### src/fptab_defines.vh
// Purpose: constants of the fetch sequencer and table port
// Assumes: included by both design files
// Notes: offsets are word indices on the plain register port
`ifndef FPTAB_DEFINES_VH
`define FPTAB_DEFINES_VH

// ----------------------------------------
// Register offsets
// ----------------------------------------
`define FPTAB_R_LATCH 4'h0
`define FPTAB_R_PTRL 4'h1
`define FPTAB_R_PTRH 4'h2
`define FPTAB_R_PTRU 4'h3
`define FPTAB_R_PCL 4'h4
`define FPTAB_R_PCH 4'h5
`define FPTAB_R_PCU 4'h6
`define FPTAB_R_STKIDX 4'h7
`define FPTAB_R_CTRL 4'h8
`define FPTAB_R_STACK_TOP_LOW 4'h9
`define FPTAB_R_STACK_TOP_HIGH 4'hA
`define FPTAB_R_STACK_TOP_UPPER 4'hB

// ----------------------------------------
// Reset values and vectors
// ----------------------------------------
`define FPTAB_CTRL_RST 8'h01
`define FPTAB_VEC_HIGH 21'h000008
`define FPTAB_VEC_LOW 21'h000018
`define FPTAB_PC_STEP 21'h000002
`define FPTAB_PHASE_RST 4'h1

// ----------------------------------------
// Decoded instruction classes
// ----------------------------------------
`define FPTAB_C_NOP 4'h0
`define FPTAB_C_JMP 4'h1
`define FPTAB_C_CALL 4'h2
`define FPTAB_C_MOVE 4'h3
`define FPTAB_C_LDPTR 4'h4
`define FPTAB_C_BRA 4'h5
`define FPTAB_C_TST 4'h6
`define FPTAB_C_TABLE_READ_OP 4'h7
`define FPTAB_C_TABLE_WRITE_OP 4'h8
`define FPTAB_C_SECOND 4'h9

// ----------------------------------------
// Table pointer update modes
// ----------------------------------------
`define FPTAB_M_KEEP 2'h0
`define FPTAB_M_POSTINC 2'h1
`define FPTAB_M_POSTDEC 2'h2
`define FPTAB_M_PREINC 2'h3
`define FPTAB_SECOND_TAG 4'hF
`endif

### src/fptab_table.v
// Purpose: table pointer and table byte latch
// Assumes: start in operand phase, done in result phase
// Notes: hardware updates win over a register write in the same cycle
`timescale 1ns/1ps
`include "fptab_defines.vh"

module fptab_table (
	// Clock and reset
	input wire sys_clk_i,
	input wire rst_i,
	// Register writes
	input wire [3:0] reg_addr_i,
	input wire [7:0] reg_wdata_i,
	input wire reg_wr_i,
	// Operation control
	input wire op_start_i,
	input wire op_done_i,
	input wire op_read_i,
	input wire [1:0] op_mode_i,
	// Table memory port
	output reg [20:0] tbl_addr_o,
	output reg tbl_cfg_space_o,
	output reg tbl_rd_o,
	output reg tbl_wr_o,
	output wire [7:0] tbl_wdata_o,
	input wire [15:0] tbl_rdata_i,
	// State
	output reg [7:0] table_byte_latch_o,
	output reg [21:0] table_byte_pointer_o
);

	// Low 21 bits wrap, select bit untouched
	function [21:0] fptab_step;
		input [21:0] p;
		input up;
		begin
			fptab_step = {p[21], up ? p[20:0] + 21'h000001 : p[20:0] - 21'h000001};
		end
	endfunction

	reg [21:0] eff;
	reg [21:0] next_ptr;

	// Effective address and post-access pointer
	always @* begin
		eff = (op_mode_i == `FPTAB_M_PREINC) ? fptab_step(table_byte_pointer_o, 1'b1) : table_byte_pointer_o;
		case (op_mode_i)
			`FPTAB_M_POSTINC: next_ptr = fptab_step(table_byte_pointer_o, 1'b1);
			`FPTAB_M_POSTDEC: next_ptr = fptab_step(table_byte_pointer_o, 1'b0);
			`FPTAB_M_PREINC: next_ptr = eff;
			default: next_ptr = table_byte_pointer_o;
		endcase
	end

	assign tbl_wdata_o = table_byte_latch_o;

	// Pointer, latch and memory strobes
	always @(posedge sys_clk_i or posedge rst_i) begin
		if (rst_i) begin
			tbl_addr_o <= 21'h000000;
			tbl_cfg_space_o <= 1'b0;
			tbl_rd_o <= 1'b0;
			tbl_wr_o <= 1'b0;
			table_byte_latch_o <= 8'h00;
			table_byte_pointer_o <= 22'h000000;
		end else begin
			tbl_rd_o <= op_start_i & op_read_i;
			tbl_wr_o <= op_start_i & ~op_read_i;
			if (op_start_i) begin
				tbl_addr_o <= eff[20:0];
				tbl_cfg_space_o <= eff[21];
				table_byte_pointer_o <= next_ptr;
			end else if (reg_wr_i) begin
				case (reg_addr_i)
					`FPTAB_R_PTRL: table_byte_pointer_o[7:0] <= reg_wdata_i;
					`FPTAB_R_PTRH: table_byte_pointer_o[15:8] <= reg_wdata_i;
					`FPTAB_R_PTRU: table_byte_pointer_o[21:16] <= reg_wdata_i[5:0];
					default: table_byte_pointer_o <= table_byte_pointer_o;
				endcase
			end
			// Byte lane chosen by address bit 0
			if (op_done_i & op_read_i)
				table_byte_latch_o <= tbl_addr_o[0] ? tbl_rdata_i[15:8] : tbl_rdata_i[7:0];
			else if (reg_wr_i && reg_addr_i == `FPTAB_R_LATCH)
				table_byte_latch_o <= reg_wdata_i;
		end
	end

endmodule

### src/fptab_core.v
// Purpose: four-phase fetch/execute sequencer with table access
// Assumes: program word valid by phase four of the fetch cycle
// Notes: executes a reduced instruction subset for sequencing
//
// Function
// - input clock divided by four into four one-hot phases per cycle.
// - counter advances in phase one; fetched word latched in phase four.
// - fetch of next overlaps execute of current, one per cycle.
// - counter-changing instructions flush the prefetched word, costing one extra cycle.
// - operand read in phase two, destination write in phase four.
// - program memory byte addressed, instruction low byte at even address.
// - counter steps by two bytes, bit zero always zero.
// - absolute jump and call load word address into counter bits 20..1.
// - relative branch offset counts words, scaled to bytes.
// - second word has top nibble all ones, twelve literal bits.
// - lone second word is a no-operation; after first word it is consumed.
// - enabled interrupt wake loads high or low interrupt vector.
// - interrupt wake pushes counter to stack top, advances stack index.
// - eight-bit table latch holds each byte moved, one at a time.
// - table pointer is 22 bits from upper, high and low bytes.
// - top pointer bit steers access to identification and configuration space.
// - automatic pointer updates touch only the low 21 bits.
// - modes are keep, post-increment, post-decrement, pre-increment.
// - table read copies addressed program byte into the latch.
// - address bit zero selects high or low byte of the word.
`timescale 1ns/1ps
`include "fptab_defines.vh"

module fptab_core (
	// Clock and reset
	input wire sys_clk_i,
	input wire rst_i,
	// Register port
	input wire [3:0] reg_addr_i,
	input wire [7:0] reg_wdata_i,
	input wire reg_wr_i,
	input wire reg_rd_i,
	output reg [7:0] reg_rdata_o,
	// Program memory fetch port
	output reg [20:0] pm_addr_o,
	output reg pm_rd_o,
	input wire [15:0] pm_word_i,
	// Table memory port
	output wire [20:0] tbl_addr_o,
	output wire tbl_cfg_space_o,
	output wire tbl_rd_o,
	output wire tbl_wr_o,
	output wire [7:0] tbl_wdata_o,
	input wire [15:0] tbl_rdata_i,
	// Data memory port
	output reg [11:0] dm_addr_o,
	output reg dm_rd_o,
	input wire [7:0] dm_rdata_i,
	output reg dm_wr_o,
	output reg [7:0] dm_wdata_o,
	// Interrupt wake
	input wire wake_irq_i,
	input wire irq_high_i,
	input wire high_priority_global_enable_i,
	input wire low_priority_global_enable_i,
	// Status
	output reg [3:0] phase_o,
	output reg [15:0] instruction_latch_o,
	output reg [20:0] program_counter_o,
	output reg [20:0] stack_top_o,
	output reg [4:0] stack_index_o,
	output reg stack_push_o
);

	// ----------------------------------------
	// Decode helper
	// ----------------------------------------
	function [3:0] fptab_class;
		input [15:0] w;
		begin
			if (w[15:12] == `FPTAB_SECOND_TAG)
				fptab_class = `FPTAB_C_SECOND;
			else if (w[15:8] == 8'hEF)
				fptab_class = `FPTAB_C_JMP;
			else if (w[15:9] == 7'h76)
				fptab_class = `FPTAB_C_CALL;
			else if (w[15:12] == 4'hC)
				fptab_class = `FPTAB_C_MOVE;
			else if (w[15:6] == 10'h3B8)
				fptab_class = `FPTAB_C_LDPTR;
			else if (w[15:11] == 5'h1A)
				fptab_class = `FPTAB_C_BRA;
			else if (w[15:9] == 7'h33)
				fptab_class = `FPTAB_C_TST;
			else if (w[15:2] == 14'h0002)
				fptab_class = `FPTAB_C_TABLE_READ_OP;
			else if (w[15:2] == 14'h0003)
				fptab_class = `FPTAB_C_TABLE_WRITE_OP;
			else
				fptab_class = `FPTAB_C_NOP;
		end
	endfunction

	// ----------------------------------------
	// Internal state
	// ----------------------------------------
	reg [7:0] ctrl;
	reg latch_valid;
	reg second_pending;
	reg [3:0] pending_class;
	reg [7:0] first_literal;
	reg [7:0] operand;
	reg irq_pending;
	wire run;
	wire q1;
	wire q2;
	wire q3;
	wire q4;
	wire [3:0] cls;
	wire exec_tbl;
	wire [7:0] latch_byte;
	wire [21:0] ptr;
	wire irq_take;
	wire [20:0] irq_vector;
	wire lone_second;
	wire take_second;
	reg [20:0] next_pc;
	reg flush;
	reg push;
	reg [20:0] push_value;

	assign run = ctrl[0];
	assign q1 = phase_o[0];
	assign q2 = phase_o[1];
	assign q3 = phase_o[2];
	assign q4 = phase_o[3];
	assign cls = fptab_class(instruction_latch_o);
	assign exec_tbl = latch_valid & ((cls == `FPTAB_C_TABLE_READ_OP) | (cls == `FPTAB_C_TABLE_WRITE_OP));
	assign take_second = latch_valid & second_pending & (cls == `FPTAB_C_SECOND);
	assign lone_second = latch_valid & ~second_pending & (cls == `FPTAB_C_SECOND);
	// Wake never splits a two-word instruction
	assign irq_take = irq_pending & ~second_pending &
		(high_priority_global_enable_i | low_priority_global_enable_i);
	assign irq_vector = (irq_high_i & high_priority_global_enable_i) ? `FPTAB_VEC_HIGH : `FPTAB_VEC_LOW;

	// ----------------------------------------
	// Table pointer and latch
	// ----------------------------------------
	fptab_table u_table (
		.sys_clk_i(sys_clk_i),
		.rst_i(rst_i),
		.reg_addr_i(reg_addr_i),
		.reg_wdata_i(reg_wdata_i),
		.reg_wr_i(reg_wr_i),
		.op_start_i(exec_tbl & q2 & run),
		.op_done_i(exec_tbl & q4 & run),
		.op_read_i(cls == `FPTAB_C_TABLE_READ_OP),
		.op_mode_i(instruction_latch_o[1:0]),
		.tbl_addr_o(tbl_addr_o),
		.tbl_cfg_space_o(tbl_cfg_space_o),
		.tbl_rd_o(tbl_rd_o),
		.tbl_wr_o(tbl_wr_o),
		.tbl_wdata_o(tbl_wdata_o),
		.tbl_rdata_i(tbl_rdata_i),
		.table_byte_latch_o(latch_byte),
		.table_byte_pointer_o(ptr)
	);

	// ----------------------------------------
	// Phase generator
	// ----------------------------------------
	// One-hot ring, holds while stopped so no phase is half done
	always @(posedge sys_clk_i or posedge rst_i) begin
		if (rst_i)
			phase_o <= `FPTAB_PHASE_RST;
		else if (run)
			phase_o <= {phase_o[2:0], phase_o[3]};
	end

	// ----------------------------------------
	// Execute-cycle resolution in phase four
	// ----------------------------------------
	always @* begin
		next_pc = program_counter_o;
		flush = 1'b0;
		push = 1'b0;
		push_value = program_counter_o;
		if (irq_take) begin
			next_pc = irq_vector;
			flush = 1'b1;
			push = 1'b1;
		end else if (take_second) begin
			if (pending_class == `FPTAB_C_JMP || pending_class == `FPTAB_C_CALL) begin
				next_pc = {instruction_latch_o[11:0], first_literal, 1'b0};
				flush = 1'b1;
				push = (pending_class == `FPTAB_C_CALL);
				// Counter is one word past the word after the call
				push_value = program_counter_o - `FPTAB_PC_STEP;
			end
		end else if (lone_second) begin
			// Orphaned second word runs as a no-operation, counter untouched
			next_pc = program_counter_o;
		end else if (latch_valid && cls == `FPTAB_C_BRA) begin
			// Counter already sits two words past the branch
			next_pc = program_counter_o - `FPTAB_PC_STEP +
				{{9{instruction_latch_o[10]}}, instruction_latch_o[10:0], 1'b0};
			flush = 1'b1;
		end
	end

	// ----------------------------------------
	// Fetch and counter
	// ----------------------------------------
	always @(posedge sys_clk_i or posedge rst_i) begin
		if (rst_i) begin
			program_counter_o <= 21'h000000;
			pm_addr_o <= 21'h000000;
			pm_rd_o <= 1'b0;
			instruction_latch_o <= 16'h0000;
			latch_valid <= 1'b0;
		end else begin
			pm_rd_o <= run & q1;
			if (run & q1) begin
				pm_addr_o <= program_counter_o;
				program_counter_o <= program_counter_o + `FPTAB_PC_STEP;
			end
			if (run & q4) begin
				instruction_latch_o <= pm_word_i;
				program_counter_o <= {next_pc[20:1], 1'b0};
				// Discarded prefetch, or a skip taken
				latch_valid <= ~flush & ~(latch_valid & cls == `FPTAB_C_TST & operand == 8'h00);
			end
		end
	end

	// ----------------------------------------
	// Two-word sequencing
	// ----------------------------------------
	always @(posedge sys_clk_i or posedge rst_i) begin
		if (rst_i) begin
			second_pending <= 1'b0;
			pending_class <= `FPTAB_C_NOP;
			first_literal <= 8'h00;
		end else if (run & q4) begin
			second_pending <= 1'b0;
			if (latch_valid && ~irq_take && (cls == `FPTAB_C_JMP || cls == `FPTAB_C_CALL ||
				cls == `FPTAB_C_MOVE || cls == `FPTAB_C_LDPTR)) begin
				second_pending <= 1'b1;
				pending_class <= cls;
				first_literal <= instruction_latch_o[7:0];
			end
		end
	end

	// ----------------------------------------
	// Data memory operand and result
	// ----------------------------------------
	// Strobes registered at the edge before their phase
	always @(posedge sys_clk_i or posedge rst_i) begin
		if (rst_i) begin
			dm_addr_o <= 12'h000;
			dm_rd_o <= 1'b0;
			dm_wr_o <= 1'b0;
			dm_wdata_o <= 8'h00;
			operand <= 8'h00;
		end else begin
			dm_rd_o <= 1'b0;
			dm_wr_o <= 1'b0;
			if (run & q1 & latch_valid & ~second_pending) begin
				if (cls == `FPTAB_C_TST) begin
					dm_addr_o <= {4'h0, instruction_latch_o[7:0]};
					dm_rd_o <= 1'b1;
				end else if (cls == `FPTAB_C_MOVE) begin
					dm_addr_o <= instruction_latch_o[11:0];
					dm_rd_o <= 1'b1;
				end
			end
			// Read data stands in phase three, after the strobe has already dropped
			if (run & q3 & latch_valid & ~second_pending & (cls == `FPTAB_C_TST || cls == `FPTAB_C_MOVE))
				operand <= dm_rdata_i;
			if (run & q3 & take_second & pending_class == `FPTAB_C_MOVE) begin
				dm_addr_o <= instruction_latch_o[11:0];
				dm_wdata_o <= operand;
				dm_wr_o <= 1'b1;
			end
		end
	end

	// ----------------------------------------
	// Interrupt wake and stack
	// ----------------------------------------
	// A new wake in the taking cycle survives
	always @(posedge sys_clk_i or posedge rst_i) begin
		if (rst_i) begin
			irq_pending <= 1'b0;
			stack_top_o <= 21'h000000;
			stack_index_o <= 5'h00;
			stack_push_o <= 1'b0;
		end else begin
			stack_push_o <= 1'b0;
			if (wake_irq_i)
				irq_pending <= 1'b1;
			else if (run & q4 & (irq_take | ~(high_priority_global_enable_i | low_priority_global_enable_i)))
				irq_pending <= 1'b0;
			if (run & q4 & push) begin
				stack_top_o <= push_value;
				stack_index_o <= stack_index_o + 5'h01;
				stack_push_o <= 1'b1;
			end else if (reg_wr_i && reg_addr_i == `FPTAB_R_STKIDX) begin
				stack_index_o <= reg_wdata_i[4:0];
			end
		end
	end

	// ----------------------------------------
	// Register port
	// ----------------------------------------
	always @(posedge sys_clk_i or posedge rst_i) begin
		if (rst_i)
			ctrl <= `FPTAB_CTRL_RST;
		else if (reg_wr_i && reg_addr_i == `FPTAB_R_CTRL)
			ctrl <= {7'h00, reg_wdata_i[0]};
	end

	// Read data valid only in the cycle after the strobe
	always @(posedge sys_clk_i or posedge rst_i) begin
		if (rst_i) begin
			reg_rdata_o <= 8'h00;
		end else if (reg_rd_i) begin
			case (reg_addr_i)
				`FPTAB_R_LATCH: reg_rdata_o <= latch_byte;
				`FPTAB_R_PTRL: reg_rdata_o <= ptr[7:0];
				`FPTAB_R_PTRH: reg_rdata_o <= ptr[15:8];
				`FPTAB_R_PTRU: reg_rdata_o <= {2'h0, ptr[21:16]};
				`FPTAB_R_PCL: reg_rdata_o <= {program_counter_o[7:1], 1'b0};
				`FPTAB_R_PCH: reg_rdata_o <= program_counter_o[15:8];
				`FPTAB_R_PCU: reg_rdata_o <= {3'h0, program_counter_o[20:16]};
				`FPTAB_R_STKIDX: reg_rdata_o <= {3'h0, stack_index_o};
				`FPTAB_R_CTRL: reg_rdata_o <= ctrl;
				`FPTAB_R_STACK_TOP_LOW: reg_rdata_o <= stack_top_o[7:0];
				`FPTAB_R_STACK_TOP_HIGH: reg_rdata_o <= stack_top_o[15:8];
				`FPTAB_R_STACK_TOP_UPPER: reg_rdata_o <= {3'h0, stack_top_o[20:16]};
				default: reg_rdata_o <= 8'h00;
			endcase
		end else begin
			reg_rdata_o <= 8'h00;
		end
	end

endmodule

### config.mk
export PLATFORM = sky130hd
export DESIGN_NAME = fptab_core
export DESIGN_NICKNAME = d
export VERILOG_FILES = /design/src/fptab_table.v /design/src/fptab_core.v
export VERILOG_INCLUDE_DIRS = /design/src
export SDC_FILE = /design/constraint.sdc
export NUM_CORES = 1
export LEC_CHECK = 0
export BUFFER_PORTS_ARGS = -buffer_cell sky130_fd_sc_hd__clkbuf_2
export CAP_MARGIN = 30
export CORE_MARGIN = 2
export CORE_UTILIZATION = 63
export CTS_BUF_LIST = sky130_fd_sc_hd__clkbuf_8
export CTS_CLUSTER_DIAMETER = 60
export DETAILED_ROUTE_END_ITERATION = 8
export GPL_ROUTABILITY_DRIVEN = 1
export PLACE_DENSITY_LB_ADDON = 0.25
export SYNTH_ARGS = -nofsm -noshare
export SYNTH_HDL_FRONTEND = slang
export SYNTH_SLANG_ARGS = --single-unit
### constraint.sdc
create_clock -name sys_clk_i -period 10.6 [get_ports sys_clk_i]
set_input_delay 1.06 -clock sys_clk_i [delete_from_list [all_inputs] [get_ports sys_clk_i]]
set_output_delay 1.06 -clock sys_clk_i [all_outputs]
set_load 0.01 [all_outputs]
==> metrics <==
final non-filler cell total between 1500 and 2000; Most common cell on crit path or3_1; Hold Path Cell Cnt 2; Die Height 143.4 µm; logic gate share of total power 12.8%; I/O pin total about 210; VDD IR max 77.42 µV; Layout Area Growth over Synthesis 11.32%; # DRC 0; core area approximately 19000 µm²; Hold Startpoint u_table.tbl_cfg_space_o; post-CTS setup repair buffer count 0; worst rel slew slack 34.44%; # hold bufs at CTS 0; Final Max Slew Viols 0; clock sinks around 200; worst-path maximum fanout 8; critical path's slowest cell dfrtp_1; RSZ-0062 raised after global routing false; fill cell count approximately 1500; HPWL after detailed placement 26.22 mm; Setup Crit Path Kind flip-flop to flip-flop; status complete, no violations; Worst R2R End program_counter_o[20]; Tot Pwr 1.576 mW; min cycle time layout 4.298 ns; Starting Density 64.75%; Die Area 20550 µm²; Post-CTS Resized 0; DR iter-0 viols 1752; first-pass GRT wire length 56.50 mm; ratio of cells with drive above 1 in the final layout a little over a fifth; Critical Path End Type flip-flop; Synth Register Bits 195; Final #Nets 1636; largest stage delay on the critical path slightly below 0.5 ns; Pint ~1.1 mW; post-route ant nets 0; Cell Count Post-Placement 1790; Post-Syn Area 12230 µm²; RePlAce Congestion 1.027; Final Skew 0.01288 ns; pre-CTS setup slack 6.382 ns; Distinct cells, synth 86; vias in the first global route 10530; period utilization between 40% and 50%; CTS tree yes; CP Launch Type flip-flop; wire per inst 20.05 µm; worst-case clock buffer depth 2; ys flop type dfrtp_1; hold worst-path end u_table.tbl_cfg_space_o; Worst-Margin Slew 0.9834 ns; Worst Path Required 11.01 ns; antenna violations before repair 0; Worst-Skew Late Latency 0.50 ns; largest net degree at the start of global routing 126; row cnt 50; Total GRT Usage 35.62%; H-Tree Depth 4; TritonCTS buffer count 17; via density per instance 6.356; WP data arrival about 4.7 ns; met1 usage 48.89%; cell area power density about 120 nW/µm²; Post-synth EDFFs 0; clock share of power ~32%; reg2reg path depth 16; max-cap viol count 0; CTS root buf clkbuf_8; met3 Track Usage GR approximately 7.7%; total negative slack 0 ns; n_diodes 0; input/output buffers 208; Yosys warning count 0; hold crit path type flip-flop to flip-flop; Flop pwr share 54.9%; Avg Synthesized Cell Area 8.616 µm²; R2R Setup Slk around 6.3 ns; setup slack after layout 6.302 ns; CP delay by family, top simple AND/OR/NAND/NOR gates; Fmax 0.2327 GHz; Initial DRT Pass Iterations 8; total routed wirelength 36.51 mm; Sw Share 31.89%; GR Layer Usage met2 approximately 56%; Setup Viol. Count Final 0; CP cell instances inv_1 -> ha_1 -> nand2_1 -> or3_1 -> or3_1 -> or3_1 -> nor2_1 -> xor2_1 -> ha_1 -> a211o_1 -> nor3_1 -> a211oi_1 -> o211ai_1 -> a31oi_1 -> xnor2_1 -> o31ai_1; FFs w/ async S/R, synth 100.0%; Clk pin slew, worst setup/hold paths 0.11 ns; RR Startpoint program_counter_o[1]; final-report hold violation count 0; Most Used Layer, Global Route met2; Seq/Total Area, Yosys 39.91%; Mapped Cells 1420; global route overflow 0; Leak Pwr 6.284 nW; Die W 143.4 µm; Switching Power around 500 µW; WP buf/inv 1; Vias 11580
-- per-stage QoR --
step	utilization, %	area, µm²	hold WS, ns
floorplan	-	12240	0.4409
global placement	69.83	13190	0.4506
detailed placement	69.87	13200	0.4619
CTS	72.09	13620	0.4853
global route	72.09	13620	0.5098
finish	72.09	13620	0.4795
-- placed cells by master (no fill, tap or decap), types with 26 or more instances in the layout --
cell,count
nand2_1,259
clkbuf_2,208
dfrtp_1,193
nor2_1,118
o21ai_0,81
a21oi_1,72
xor2_1,55
nand3_1,48
mux2_2,47
xnor2_1,43
ha_1,26
-- sequential cells by signal (all words and copies together) (netlist names), 4 cells and up --
| name | count |
|---|---|
| phase_o | 4 |
| dm_wdata_o | 8 |
| instruction_latch_o | 16 |
| u_table.table_byte_pointer_o | 22 |
| pending_class | 4 |
| stack_top_o | 20 |
| stack_index_o | 5 |
| u_table.table_byte_latch_o | 8 |
| pm_addr_o | 20 |
| dm_addr_o | 12 |
| operand | 8 |
| reg_rdata_o | 8 |
| program_counter_o | 20 |
| u_table.tbl_addr_o | 21 |
| first_literal | 8 |
-- Yosys cell counts, types with 21 or more instances --
cell type / instances / share of area [%]
xnor2_1: 43 / 3.1
xor2_1: 55 / 3.9
nor2_1: 118 / 3.6
a31oi_1: 21 / 1.1
clkbuf_1: 70 / 2.1
ha_1: 26 / 2.7
a21oi_1: 72 / 2.9
dfrtp_1: 193 / 39
nand2_1: 259 / 7.9
o21ai_0: 81 / 3.3
mux2_2: 47 / 4.3
o21ai_1: 22 / 0.90
nand3_1: 48 / 2.0
nor3_1: 24 / 0.98
inv_1: 25 / 0.77
and3_1: 24 / 1.2
-- worst reg2reg max path: stages, from the launching register on --
cell and delay [ns]:
dfrtp_1 0.49, inv_1 0.15, ha_1 0.22, nand2_1 0.13
or3_1 0.38, or3_1 0.42, or3_1 0.44, nor2_1 0.15
xor2_1 0.18, ha_1 0.29, a211o_1 0.28, nor3_1 0.25
a211oi_1 0.14, o211ai_1 0.25, a31oi_1 0.13, xnor2_1 0.14
o31ai_1 0.18
-- layout make-up --
cell class	count	area, µm²	share of cell area [%]
inverter	26	105.1	0.7717
multi-input combinational	1092	6779	49.77
sequential	195	4882	35.85
tap	260	325.3	2.389
clock buffer	18	247.7	1.819
timing repair buffer	217	1109	8.140
clock inverter	13	171.4	1.259
-- routing by layer --
| metal | routed length, µm | share of wire [%] |
|---|---|---|
| met1 | 14370 | 39 |
| met2 | 16690 | 46 |
| met3 | 4011 | 11 |
| met4 | 1433 | 3.9 |
| met5 | 0 | 0 |
-- power by group through the flow --
stage	combinational [mW]	clock, mW	sequential [mW]
finish	0.202	0.509	0.865
global route	0.223	0.540	0.870
CTS	0.200	0.511	0.862
detailed placement	0.199	0	0.877
global placement	0.194	0	0.876
floorplan	0.186	0	0.816
-- logic make-up after synthesis --
| logic type | count (synthesis) | share of synthesized area (%) |
|---|---|---|
| muxes | 76 | 7.067 |
| DFF | 195 | 39.91 |
| xor gates and xnor gates | 98 | 7.016 |
| other | 1 | 0.03065 |
| buffers and inverters | 135 | 4.827 |
| and+or+nand+nor | 568 | 21.53 |
| adders and majority gates | 27 | 2.823 |
| AOI/OAI and AO/OA | 320 | 16.80 |
-- worst max path at each step --
stage	startpoint	endpoint	slack, ns	cells after the start
3_5_place_dp	program_counter_o[1]	program_counter_o[20]	6.38	16
4_1_cts	program_counter_o[1]	program_counter_o[20]	6.35	16
2_1_floorplan	rst_i	dm_addr_o[0]	4.23	1
3_3_place_gp	program_counter_o[1]	program_counter_o[20]	6.51	16
5_1_grt	program_counter_o[1]	program_counter_o[20]	5.90	16
6_report	program_counter_o[1]	program_counter_o[20]	6.30	16
No activity file was read; power rests on OpenSTA's default activity.
